`src/hw/usa_pkg.sv`:
```
// Purpose: shared constants and types for the serial transceiver core
// Assumes: one peripheral clock, configuration held static during frames
// Notes: frame vectors are sent bit 0 first
package usa_pkg;
    localparam int BAUD_W = 12;            // Width of the baud period setting
    localparam int FRAME_W = 13;           // Start, nine data, parity, two stops
    localparam logic [3:0] OS_LAST = 4'hf; // Last oversample tick of an async bit
    localparam logic [3:0] OS_MID = 4'h7;  // Async sample point inside a bit
    localparam logic [3:0] DBITS_SPI = 4'h8; // SPI character length
    localparam logic [3:0] FIFO_FULL = 4'h2; // Receive buffer entries
    localparam logic [BAUD_W-1:0] BAUD_RST = '0;

    // Operating modes
    typedef enum logic [1:0] {
        MODE_ASYNC = 2'h0,
        MODE_SYNC_MASTER = 2'h1,
        MODE_SYNC_SLAVE = 2'h2,
        MODE_SPI = 2'h3
    } usa_mode_t;

    // Parity selection
    typedef enum logic [1:0] {
        PAR_NONE = 2'h0,
        PAR_RSVD = 2'h1,
        PAR_EVEN = 2'h2,
        PAR_ODD = 2'h3
    } usa_par_t;

    // Static configuration bundle
    typedef struct packed {
        usa_mode_t mode;
        logic [3:0] data_bits;  // 5 to 9
        usa_par_t parity;
        logic two_stop;
        logic pin_invert;
        logic spi_clock_phase;
        logic spi_lsb_first;
    } usa_cfg_t;

    // One receive buffer entry with its own status
    typedef struct packed {
        logic overrun_flag;
        logic frame_error_flag;
        logic parity_error_flag;
        logic rx_ninth_bit;
        logic [7:0] data;
    } usa_rx_entry_t;

    typedef enum logic [1:0] {TX_IDLE = 2'b01, TX_SHIFT = 2'b10} usa_tx_state_t;
    typedef enum logic [1:0] {RX_IDLE = 2'b01, RX_RECV = 2'b10} usa_rx_state_t;
endpackage

```
`src/hw/usa_core.sv`:
```
// Purpose: serial transceiver, async, sync master/slave and SPI master
// Assumes: cfg_i changes only while both directions are idle
// Notes: one baud divider paces every mode except sync slave, which is clocked from the pin
// Summary of operation
// - sync sampling on edge opposite to change
// - no inversion: change rising, sample falling
// - SPI clock comes from internal divider only
// - phase and inversion pick four SPI modes
// - frame: start, 5-9 data, parity, stops
// - start, data lsb first, parity, stops, idle high
// - even parity one when ones count odd
// - SPI frame eight bits, selectable order
// - buffer loads shifter when idle or done
// - complete flag when shifter done, buffer empty
// - unused high bits ignored, ninth bit written with the byte
// - tx disable waits until everything sent
// - receive to first stop, then store frame
// - unused received high bits read zero
// - error flags travel with their frame
// - received parity checked against data parity
// - rx disable flushes buffer and frame
// - sync mode owns clock pin, direction by role
// - two receive entries, one transmit entry
`timescale 1ns/10ps
module usa_core #(
    parameter int BAUD_W = usa_pkg::BAUD_W
) (
    input wire logic mclk_i,
    input wire logic rst_i,
    input wire usa_pkg::usa_cfg_t cfg_i,
    input wire logic [BAUD_W-1:0] baud_period_i,
    input wire logic tx_enable_i,
    input wire logic rx_enable_i,
    input wire logic tx_write_i,
    input wire logic [7:0] tx_data_i,
    input wire logic tx_ninth_bit_i,
    input wire logic tx_complete_clear_i,
    input wire logic rx_read_i,
    input wire logic rxd_i,
    input wire logic xfer_clock_pin_i,
    output logic tx_buffer_empty_flag_o,
    output logic tx_complete_flag_o,
    output logic rx_complete_flag_o,
    output logic [7:0] rx_data_o,
    output logic rx_ninth_bit_o,
    output logic frame_error_flag_o,
    output logic overrun_flag_o,
    output logic parity_error_flag_o,
    output logic txd_o,
    output logic txd_oe_n_o,
    output logic xfer_clock_pin_o,
    output logic xfer_clock_pin_oe_n_o
);
    // Synchronisers; stage m is read only by stage s
    logic rxd_m_r, rxd_s_r, rxd_d_r, xck_m_r, xck_s_r, xck_d_r;
    always_ff @(posedge mclk_i) begin
        if (rst_i) begin
            rxd_m_r <= 1'b1;
            rxd_s_r <= 1'b1;
            rxd_d_r <= 1'b1;
            xck_m_r <= 1'b0;
            xck_s_r <= 1'b0;
            xck_d_r <= 1'b0;
        end else begin
            rxd_m_r <= rxd_i;
            rxd_s_r <= rxd_m_r;
            rxd_d_r <= rxd_s_r;
            xck_m_r <= xfer_clock_pin_i;
            xck_s_r <= xck_m_r;
            xck_d_r <= xck_s_r;
        end
    end

    // Mode decode
    logic spi, master, slave, async_m, cpha, par_en, odd;
    logic [3:0] dbits; // Effective character length
    assign spi = cfg_i.mode == usa_pkg::MODE_SPI;
    assign master = spi | (cfg_i.mode == usa_pkg::MODE_SYNC_MASTER);
    assign slave = cfg_i.mode == usa_pkg::MODE_SYNC_SLAVE;
    assign async_m = cfg_i.mode == usa_pkg::MODE_ASYNC;
    // Sync modes behave as phase one: change on leading edge
    assign cpha = spi ? cfg_i.spi_clock_phase : !async_m;
    assign dbits = spi ? usa_pkg::DBITS_SPI : cfg_i.data_bits;
    assign par_en = !spi && cfg_i.parity[1];
    assign odd = cfg_i.parity == usa_pkg::PAR_ODD;

    // Builds the bit vector of one frame, bit 0 goes out first
    function automatic logic [12:0] usa_frame(input logic [8:0] d, input logic s,
        input logic lsb, input logic [3:0] n, input logic pe, input logic od);
        logic [12:0] v;
        v = '1; // Stops and filler are high
        if (s) begin
            for (int i = 0; i < 8; i++) begin
                v[i] = lsb ? d[i] : d[7-i];
            end
        end else begin
            v[0] = 1'b0; // Start bit
            for (int i = 0; i < 9; i++) begin
                if (i < n) begin
                    v[i+1] = d[i];
                end
            end
            if (pe) begin
                v[n+1] = ^d ^ od;
            end
        end
        return v;
    endfunction

    // Baud divider, free running; first half bit may be one tick short
    logic [BAUD_W-1:0] bcnt_r, bcnt_nxt;
    logic tick;
    always_comb begin
        tick = bcnt_r == baud_period_i;
        bcnt_nxt = tick ? '0 : bcnt_r + 1'b1;
    end
    always_ff @(posedge mclk_i) begin
        if (rst_i) begin
            bcnt_r <= usa_pkg::BAUD_RST;
        end else begin
            bcnt_r <= bcnt_nxt;
        end
    end

    // Transmit state
    usa_pkg::usa_tx_state_t tst_r, tst_nxt;
    logic [12:0] tsr_r, tsr_nxt, frame;  // Remaining frame bits
    logic [3:0] tlen_r, tlen_nxt, tcnt_r, tcnt_nxt, tos_r, tos_nxt;
    logic [8:0] tbuf_r, tbuf_nxt, cmask;   // Single write buffer
    logic xck_r, xck_nxt, txd_r, txd_nxt, tbuf_empty_r, tbuf_empty_nxt;
    logic txc_r, txc_nxt, tx_on_r, tx_on_nxt;
    logic xs, xd, lead, trail, tx_busy, tx_last, tx_load;
    assign xs = xck_s_r ^ cfg_i.pin_invert;
    assign xd = xck_d_r ^ cfg_i.pin_invert;
    assign tx_busy = tst_r == usa_pkg::TX_SHIFT;
    // Master edges come from the divider only; slave edges from the pin
    assign lead = master ? (tx_busy & tick & ~tos_r[0]) : (slave & xs & ~xd);
    assign trail = master ? (tx_busy & tick & tos_r[0]) :
                   slave ? (~xs & xd) : (tx_busy & tick & (tos_r == usa_pkg::OS_LAST));
    assign cmask = 9'((10'h1 << dbits) - 10'h1);

    always_comb begin
        tst_nxt = tst_r;
        tsr_nxt = tsr_r;
        tlen_nxt = tlen_r;
        tcnt_nxt = tcnt_r;
        tos_nxt = tos_r;
        xck_nxt = xck_r;
        txd_nxt = txd_r;
        tbuf_nxt = tbuf_r;
        tbuf_empty_nxt = tbuf_empty_r;
        txc_nxt = txc_r;
        frame = usa_frame(tbuf_r, spi, cfg_i.spi_lsb_first, dbits, par_en, odd);
        tx_last = tx_busy && trail && (tcnt_r == tlen_r - 4'h1);
        // Pending data still goes out after a disable
        tx_load = !tbuf_empty_r && tx_on_r && (!tx_busy || tx_last);
        if (tx_busy) begin
            if (tick) begin
                tos_nxt = master ? {3'h0, ~tos_r[0]} : tos_r + 4'h1;
            end
            if (lead) begin
                xck_nxt = master;
                if (cpha) begin
                    txd_nxt = tsr_r[0];
                    tsr_nxt = {1'b1, tsr_r[12:1]};
                end
            end
            if (trail) begin
                xck_nxt = 1'b0;
                tcnt_nxt = tcnt_r + 4'h1;
                if (!cpha) begin
                    txd_nxt = tsr_r[0];
                    tsr_nxt = {1'b1, tsr_r[12:1]};
                end
                if (tx_last) begin
                    tst_nxt = usa_pkg::TX_IDLE;
                    txd_nxt = 1'b1; // Line idles high
                end
            end
        end
        if (tx_load) begin
            tst_nxt = usa_pkg::TX_SHIFT;
            tsr_nxt = cpha ? frame : {1'b1, frame[12:1]};
            tlen_nxt = spi ? usa_pkg::DBITS_SPI :
                       dbits + 4'h2 + {3'h0, par_en} + {3'h0, cfg_i.two_stop};
            tcnt_nxt = 4'h0;
            tos_nxt = 4'h0;
            xck_nxt = 1'b0;
            tbuf_empty_nxt = 1'b1;
            if (!cpha) begin
                txd_nxt = frame[0]; // Set up ahead of the first edge
            end
        end
        // Writes while full are dropped; upper bits masked
        if (tx_write_i && tbuf_empty_r && tx_enable_i) begin
            tbuf_nxt = {tx_ninth_bit_i, tx_data_i} & cmask;
            tbuf_empty_nxt = 1'b0;
        end
        if (tx_complete_clear_i) begin
            txc_nxt = 1'b0;
        end
        // A write landing in the last cycle counts as new data
        if (tx_last && !tx_load && tbuf_empty_nxt) begin
            txc_nxt = 1'b1; // Set wins over clear
        end
        // Release waits for an empty shifter and buffer
        tx_on_nxt = tx_enable_i | (tx_on_r & ~(!tx_busy && tbuf_empty_r));
    end

    always_ff @(posedge mclk_i) begin
        if (rst_i) begin
            tst_r <= usa_pkg::TX_IDLE;
            tsr_r <= '1;
            tlen_r <= 4'h0;
            tcnt_r <= 4'h0;
            tos_r <= 4'h0;
            xck_r <= 1'b0;
            txd_r <= 1'b1;
            tbuf_r <= 9'h0;
            tbuf_empty_r <= 1'b1;
            txc_r <= 1'b0;
            tx_on_r <= 1'b0;
        end else begin
            tst_r <= tst_nxt;
            tsr_r <= tsr_nxt;
            tlen_r <= tlen_nxt;
            tcnt_r <= tcnt_nxt;
            tos_r <= tos_nxt;
            xck_r <= xck_nxt;
            txd_r <= txd_nxt;
            tbuf_r <= tbuf_nxt;
            tbuf_empty_r <= tbuf_empty_nxt;
            txc_r <= txc_nxt;
            tx_on_r <= tx_on_nxt;
        end
    end

    // Receive state and two-entry buffer
    usa_pkg::usa_rx_state_t rst_r, rst_nxt;
    logic [3:0] rcnt_r, rcnt_nxt, ros_r, ros_nxt;
    logic [8:0] rdat_r, rdat_nxt;
    logic rpar_r, rpar_nxt, rsmp, rx_done;
    logic [3:0] rfc_r, rfc_nxt; // Entries held
    usa_pkg::usa_rx_entry_t rf0_r, rf0_nxt, rf1_r, rf1_nxt, ent;

    always_comb begin
        rst_nxt = rst_r;
        rcnt_nxt = rcnt_r;
        ros_nxt = ros_r;
        rdat_nxt = rdat_r;
        rpar_nxt = rpar_r;
        rf0_nxt = rf0_r;
        rf1_nxt = rf1_r;
        rfc_nxt = rfc_r;
        rx_done = 1'b0;
        // Sample on the edge opposite to the change edge
        rsmp = async_m ? (rst_r == usa_pkg::RX_RECV && tick && ros_r == usa_pkg::OS_MID) :
               cpha ? trail : lead;
        if (rst_r == usa_pkg::RX_RECV && tick) begin
            ros_nxt = ros_r + 4'h1;
        end
        case (rst_r)
            usa_pkg::RX_IDLE: begin
                if (async_m ? (~rxd_s_r & rxd_d_r) : (!spi && rsmp && !rxd_s_r)) begin
                    rst_nxt = usa_pkg::RX_RECV;
                    rcnt_nxt = async_m ? 4'h0 : 4'h1;
                    ros_nxt = 4'h0;
                    rdat_nxt = 9'h0; // Unused high bits stay zero
                end
            end
            usa_pkg::RX_RECV: begin
                if (rsmp) begin
                    rcnt_nxt = rcnt_r + 4'h1;
                    if (spi) begin
                        rdat_nxt[cfg_i.spi_lsb_first ? rcnt_r[2:0] : 3'h7 - rcnt_r[2:0]] = rxd_s_r;
                        if (rcnt_r == usa_pkg::DBITS_SPI - 4'h1) begin
                            rx_done = 1'b1;
                            rst_nxt = usa_pkg::RX_IDLE;
                        end
                    end else if (rcnt_r == 4'h0) begin
                        if (rxd_s_r) begin
                            rst_nxt = usa_pkg::RX_IDLE; // Start rejected as a spike
                        end
                    end else if (rcnt_r <= dbits) begin
                        rdat_nxt[rcnt_r - 4'h1] = rxd_s_r;
                    end else if (par_en && rcnt_r == dbits + 4'h1) begin
                        rpar_nxt = rxd_s_r;
                    end else begin
                        rx_done = 1'b1; // First stop; a second is ignored
                        rst_nxt = usa_pkg::RX_IDLE;
                    end
                end
            end
            default: begin
                rst_nxt = usa_pkg::RX_IDLE;
            end
        endcase
        ent.data = rdat_nxt[7:0];
        ent.rx_ninth_bit = rdat_nxt[8];
        ent.parity_error_flag = par_en & (rpar_r ^ (^rdat_r) ^ odd);
        ent.frame_error_flag = !spi & !rxd_s_r;
        ent.overrun_flag = 1'b0;
        // SPI reception is framed by the transmitter
        if (spi && tx_load) begin
            rst_nxt = usa_pkg::RX_RECV;
            rcnt_nxt = 4'h0;
            rdat_nxt = 9'h0;
        end
        if (rx_read_i && rfc_r != 4'h0) begin
            rf0_nxt = rf1_r;
            rfc_nxt = rfc_r - 4'h1;
        end
        // Status is stored next to its frame
        if (rx_done) begin
            if (rfc_nxt == usa_pkg::FIFO_FULL) begin
                rf1_nxt.overrun_flag = 1'b1; // New frame lost
            end else if (rfc_nxt == 4'h0) begin
                rf0_nxt = ent;
                rfc_nxt = 4'h1;
            end else begin
                rf1_nxt = ent;
                rfc_nxt = usa_pkg::FIFO_FULL;
            end
        end
        if (!rx_enable_i) begin
            rst_nxt = usa_pkg::RX_IDLE; // Immediate flush
            rfc_nxt = 4'h0;
        end
    end

    always_ff @(posedge mclk_i) begin
        if (rst_i) begin
            rst_r <= usa_pkg::RX_IDLE;
            rcnt_r <= 4'h0;
            ros_r <= 4'h0;
            rdat_r <= 9'h0;
            rpar_r <= 1'b0;
            rf0_r <= '0;
            rf1_r <= '0;
            rfc_r <= 4'h0;
        end else begin
            rst_r <= rst_nxt;
            rcnt_r <= rcnt_nxt;
            ros_r <= ros_nxt;
            rdat_r <= rdat_nxt;
            rpar_r <= rpar_nxt;
            rf0_r <= rf0_nxt;
            rf1_r <= rf1_nxt;
            rfc_r <= rfc_nxt;
        end
    end

    // Outputs; head entry shown straight from its flops
    assign tx_buffer_empty_flag_o = tbuf_empty_r;
    assign tx_complete_flag_o = txc_r;
    assign rx_complete_flag_o = rfc_r != 4'h0;
    assign rx_data_o = rf0_r.data;
    assign rx_ninth_bit_o = rf0_r.rx_ninth_bit;
    assign frame_error_flag_o = rf0_r.frame_error_flag;
    assign overrun_flag_o = rf0_r.overrun_flag;
    assign parity_error_flag_o = rf0_r.parity_error_flag;
    assign txd_o = txd_r;
    assign txd_oe_n_o = ~tx_on_r;
    assign xfer_clock_pin_o = xck_r ^ cfg_i.pin_invert;
    assign xfer_clock_pin_oe_n_o = ~master;
endmodule

```
`config.mk`:
```
export PLATFORM = sky130hd
export DESIGN_NAME = usa_core
export DESIGN_NICKNAME = d
export VERILOG_FILES = /design/src/hw/usa_pkg.sv /design/src/hw/usa_core.sv
export SDC_FILE = /design/constraint.sdc
export NUM_CORES = 1
export LEC_CHECK = 0
export BUFFER_PORTS_ARGS = -buffer_cell sky130_fd_sc_hd__buf_2
export CAP_MARGIN = 20
export CORE_ASPECT_RATIO = 1.1
export CORE_MARGIN = 1
export CORE_UTILIZATION = 60
export CTS_BUF_LIST = sky130_fd_sc_hd__clkbuf_4 sky130_fd_sc_hd__clkbuf_8 sky130_fd_sc_hd__clkbuf_16
export CTS_CLUSTER_DIAMETER = 40
export CTS_CLUSTER_SIZE = 24
export DETAILED_ROUTE_END_ITERATION = 8
export PLACE_DENSITY = 0.77
export SETUP_SLACK_MARGIN = 0.4
export SLEW_MARGIN = 20
export SYNTH_ARGS = -nofsm -noshare
export SYNTH_HDL_FRONTEND = slang
export SYNTH_SLANG_ARGS = --single-unit
```
`constraint.sdc`:
```
create_clock -name mclk_i -period 4.2 [get_ports mclk_i]
set_input_delay 0.21 -clock mclk_i [delete_from_list [all_inputs] [get_ports mclk_i]]
set_output_delay 0.21 -clock mclk_i [all_outputs]
set_load 0.01 [all_outputs]
```
==> results.toml, run 1 <==
[clock_tree]
htree_levels = 3
cts_buffers = 9
cts_hold_buf = 0
cts_root_buffer = "clkbuf_16"
clock_sinks = 107
clk_pin_slew_ps = 70
clock_latency_ps = 360
cts.repair.resized = 0
post-cts-setup-buffers = 0
clk_path_buf_depth = 2
cts_tree = "done"

[layout]
synthToLayoutAreaGrowth_pct = 9.32
post-route-util = 0.679
layout.nets = 955
instances_no_fill = 1037
num-fill-cells = 945
seq_area_mm2 = 0.00214
diodes = 0
multi_input_area_mm2 = 0.00441
layout-drive-gt1-share = 0.140

[worst_setup_path]
crit_slowest_cell = "dfxtp_1"
crit_arrival_ps = 3430
cp_max_fo = 12
crit_family = "simple AND/OR/NAND/NOR gates"
critPathKind = "reg -> reg"
cp.required_ps = 4450
worstSetupEndpointType = "flop"
startpoint_type = "flop"
critPathMaxStageDelay_ps = 660
crit_path_cell_trace = "inv_1 > ha_1 > or3b_2 > and4_1 > a31oi_1 > nor3_1 > nand2_1 > o21ba_2"
cp.buffers_inverters = 1

[global_route]
grt_max_degree = 48
antenna_found_initial = 0
grt_usage = 0.300
grt_pass1_vias = 6034
grt_overflow = 0
grt_pass1_wl_um = 28900

[timing]
finClkSkew_ps = 13.0
finalSetupViolations = 0
maxSlewViolCount = 0
finalSetupTns_ps = 0
post-route-period-util = 0.759
fmax_ghz = 0.314
min_period_ps = 3190
post-route-worst-setup-slack_ps = 1010
hold_viol_final = 0
max-slew-margin-rel = 0.455
rsz0062_at_grt = "no"
worst_pin_slew_ps = 817

[logic_synthesis]
seq_area_frac_synth = 0.312
async_reset_ff_frac = 0
synth_area_leaders = "dfxtp_1 (31%), xnor2_1 (5.6%), ha_1 (4.9%)"
yosys.area.top_type = "dfxtp_1"
synth_edf_count = 0
ys_warn_count = 0
synth.distinct_cells = 83
yosys_most_used_dff = "dfxtp_1"
syn-num-nets = 922
yosysMostFrequentCell = "dfxtp_1"
synth_top_area_frac = 0.312
synth_area_mm2 = 0.00687
synthCells = 852
syn_area_per_cell_um2 = 8.07
synth.ff_latch_count = 107
synth_common_cells = "dfxtp_1 (107), nand2_1 (89), nor2_1 (68)"

[detailed_routing]
ant_nets = 0
drc = 0
totalWireLength_um = 17700
vias_per_cell = 6.19
drtPass1Iterations = 5
vias = 6417
wl_per_cell_um = 17.0
drtIter0Drc = 519

[floorplan]
rows = 40
design.core.area_mm2 = 0.0111
die_area_mm2 = 0.0119
die_w_um = 104
die_h_um = 114
start_util = 0.621
num_io_pins = 61

[hold_path]
min_path_type = "in -> reg"

[placement]
portBuffers = 60
dpl.hpwl_um = 13000
dp.cells = 1021
post-place-ws_ps = 803
gp_congestion = 0.914

[status]
status = "completed"

[power]
power.density_mw_per_mm2 = 292
ir_worst_vdd_mv = 0.170
leakagePower_nw = 2.94

[run]
maxCapViolations = 0
## registers in the layout (all words and copies together) (netlist names), 8 cells and up
name and cells:
bcnt_r 12, rdat_r 9, rf1_r 12, rx_data_o 8, tbuf_r 9, tsr_r 13
## kinds of logic (layout without fill, tap and decap cells)
| kind of cell | count (synthesis) | count (layout) | synth area share |
|---|---|---|---|
| AND/OR/NAND/NOR | 325 | 325 | 0.242 |
| AO/OA/AOI/OAI | 230 | 230 | 0.238 |
| flip-flops | 107 | 107 | 0.312 |
| buffers and inverters | 82 | 120 | 0.0488 |
| XOR/XNOR | 66 | 66 | 0.0861 |
| adder cells (fa/ha/maj) | 28 | 28 | 0.0521 |
| multiplexers | 14 | 14 | 0.0211 |
## report_power, final
part / internal (mW) / switching (mW) / leakage (nW) / total (mW)
logic: 0.120 / 0.206 / 1.92 / 0.326
clock network: 0.441 / 0.379 / 0.144 / 0.821
registers: 1.03 / 0.0171 / 0.866 / 1.05
total: 1.59 / 0.602 / 2.94 / 2.20
## per-stage QoR
step	hold WS, ps	total power [mW]	area [µm²]
3_3_place_gp	398	1.38	7220
4_1_cts	41.1	2.19	7510
5_1_grt	49.8	2.27	7510
2_1_floorplan	314	1.30	6870
6_report	47.2	2.20	7510
3_5_place_dp	395	1.39	7220
## area by class of cell
type,instances,share of cell area
inverters,35,0.0175
repair buffers,69,0.0490
well taps,147,0.0245
clock inverters,3,0.00300
multi-input cells,663,0.586
clock buffers,13,0.0348
flip-flops and latches,107,0.285
## worst paths after layout
kind | depth (start not counted) | end | slack [ps] | startpoint
worst min-delay path | 2 | rxd_m_r | 50 | rxd_i
worst min register to register | 1 | rxd_s_r | 410 | rxd_m_r
worst max-delay path | 8 | rf1_r[5] | 1010 | rcnt_r[1]
worst max register to register | 8 | rf1_r[5] | 1010 | rcnt_r[1]
## cell usage in the layout, fill, tap and decap left out, drive strengths merged, types with 7 or more instances in the layout
cell type,instances
dfxtp,107
nor2b,22
nor3,18
mux2i,13
nor2,69
or2,9
a311oi,8
xnor2,44
xor2,21
a211oi,13
a31oi,21
inv,36
and3,9
o21a,10
o21ba,8
nand2,89
clkbuf,13
a21o,9
nand2b,7
and2,13
buf,69
o21ai,39
o22ai,7
a21oi,44
o221ai,9
o211ai,11
ha,27
nand4,19
nand3,40
## layer usage
layer / track usage / part of all wire / up-vias
li1: - / - / 3146
met3: 0.0507 / 0.046 / 43
met5: 0 / 0 / -
met2: 0.533 / 0.49 / 173
met4: 0.140 / 0.032 / 0
met1: 0.355 / 0.43 / 3055
Note: power is estimated with default switching activity, not from simulation.
==> run 2, diff against run 1 <==
==> constraint.sdc (replaced) <==
create_clock -name mclk_i -period 3 [get_ports mclk_i]
set_input_delay 0.15 -clock mclk_i [delete_from_list [all_inputs] [get_ports mclk_i]]
set_output_delay 0.15 -clock mclk_i [all_outputs]
set_load 0.01 [all_outputs]
==> results.toml, run 2 (synthesis results as in run 1) <==
[placement]
gp_congestion = 0.930
portBuffers = 60
dpl.hpwl_um = 13700
post-place-ws_ps = 16.7

[timing]
post-route-worst-setup-slack_ps = 459
rsz0062_at_grt = "yes"
holdWs_ps = 40.4
hold_viol_final = 0
fmax_ghz = 0.394
maxSlewViolCount = 0
finalSetupViolations = 0
finClkSkew_ps = 11.0
max-slew-margin-rel = 0.474
finalSetupTns_ps = 0
min_period_ps = 2540
worst_pin_slew_ps = 789
post-route-period-util = 0.847

[worst_setup_path]
worstSetupEndpointType = "flop"
crit_arrival_ps = 2820
rr_startpoint = "tbuf_r[7]"
critPathKind = "reg -> reg"
cp.buffers_inverters = 0
crit_slowest_cell = "xnor3_1"
cp.required_ps = 3280
cp_max_fo = 12
critPathMaxStageDelay_ps = 660
reg2reg_slack_ps = 460
cp-startpoint = "tbuf_r[7]"
crit_family = "XOR/XNOR gates"
crit_path_cell_trace = "xor2_1 > xnor2_1 > xnor3_1 > a311oi_1 > nor2_1 > a211o_1 > o2111ai_1"
rr_worst_depth = 7
r2r-end = "tsr_r[4]"
worst-path-stages = 7
crit_end = "tsr_r[4]"
startpoint_type = "flop"

[power]
power.density_mw_per_mm2 = 401
ir_worst_vdd_mv = 0.300
leakagePower_nw = 3.17

[layout]
layout.nets = 993
top_register = "tsr_r"
synthToLayoutAreaGrowth_pct = 17.1
layout_commonest_cell = "dfxtp_1"
largest_reg_flops = 13
mostFrequentLayoutCells = "dfxtp_1 (98), nand2_1 (87), nor2_1 (68)"
diodes = 0
layout-drive-gt1-share = 0.211
reg.largest.list = "tsr_r: 13 flops, bcnt_r: 12 flops, rf1_r: 12 flops"

[floorplan]
start_util = 0.621
design.core.area_mm2 = 0.0111
die_w_um = 104
die_area_mm2 = 0.0119
num_io_pins = 61
rows = 40
die_h_um = 114

[clock_tree]
clk_pin_slew_ps = 70
clock_sinks = 107
clock_latency_ps = 360
cts_root_buffer = "clkbuf_16"
clk_path_buf_depth = 2
htree_levels = 3
cts_buffers = 9
cts_tree = "done"

[hold_path]
min_path_type = "in -> reg"

[detailed_routing]
wl_per_cell_um = 17.6
totalWireLength_um = 18900
wl_met3_um = 987
vias = 6710
drtPass1Iterations = 5
drtIter0Drc = 528
ant_nets = 0
top_layer = "met4"
wl_met1_um = 7920
wl_met2_um = 9480
vias_per_cell = 6.24
drc = 0

[run]
maxCapViolations = 0

[global_route]
grt_usage = 0.318
grt_max_degree = 47
grt_pass1_vias = 6477
antenna_found_initial = 0
grt_pass1_wl_um = 30400
grt_overflow = 0

[status]
status = "completed"
-- run 2: changes by cell type in the layout (fill, tap and decap cells not counted), moves of 4 or more --
| cell | change |
|---|---|
| dfxtp_2 | +8 |
| o221ai_2 | +4 |
| buf_4 | +33 |
| o221ai_1 | -4 |
| dfxtp_1 | -9 |
| ha_1 | -4 |
-- run 2: metal layers --
layer  track usage  vias to the layer above
met4         0.163                        0
met1         0.377                     3198
met3        0.0512                       48
met5             0                        -
li1              -                     3228
met2         0.558                      236
-- run 2: where the power goes --
group,switching (mW),internal [mW]
registers,0.0229,1.44
logic,0.312,0.198
clock network,0.550,0.703
-- run 2: worst reg2reg max path: stages (launching register included) --
cell and delay [ps]:
dfxtp_1 450, xor2_1 200, xnor2_1 170, xnor3_1 660, a311oi_1 510, nor2_1 90
a211o_1 290, o2111ai_1 90
-- run 2: worst min-delay path by stage --
stage | to | cells past startpoint | startpoint
floorplan | rxd_m_r | 1 | rxd_i
global placement | rxd_m_r | 2 | rxd_i
detailed placement | rxd_m_r | 2 | rxd_i
CTS | tx_on_r | 3 | tx_enable_i
global route | tbuf_r[5] | 3 | tx_data_i[5]
finish | tx_on_r | 3 | tx_enable_i
-- run 2: cell type report --
class	count	area, µm²
Timing Repair Buffer	105	656
Multi-Input combinational cell	665	4610
Tap cell	147	184
Clock inverter	3	46.3
Inverter	35	131
Fill cell	877	3010
Clock buffer	13	262
Sequential cell	107	2160
-- run 2: repair_timing --
action / in CTS / in global routing
endpoints found under the setup margin: 38 / 63
gates cloned: 0 / 2
endpoints found under the hold margin: 2 / 0
buffers inserted: 2 / 12
pin swaps: 2 / 12
hold buffers: 2 / 0
gates resized for setup: 6 / 24
-- run 2: metrics by stage --
step,power [mW],cells,instance area [µm²],utilization
after detailed placement,1.97,1041,7470,0.675
final,3.23,1075,8050,0.727
after CTS,3.21,1061,7850,0.709
after floorplan,1.83,852,7030,-
after global routing,3.34,1075,8050,0.727
after global placement,1.96,1041,7470,0.675
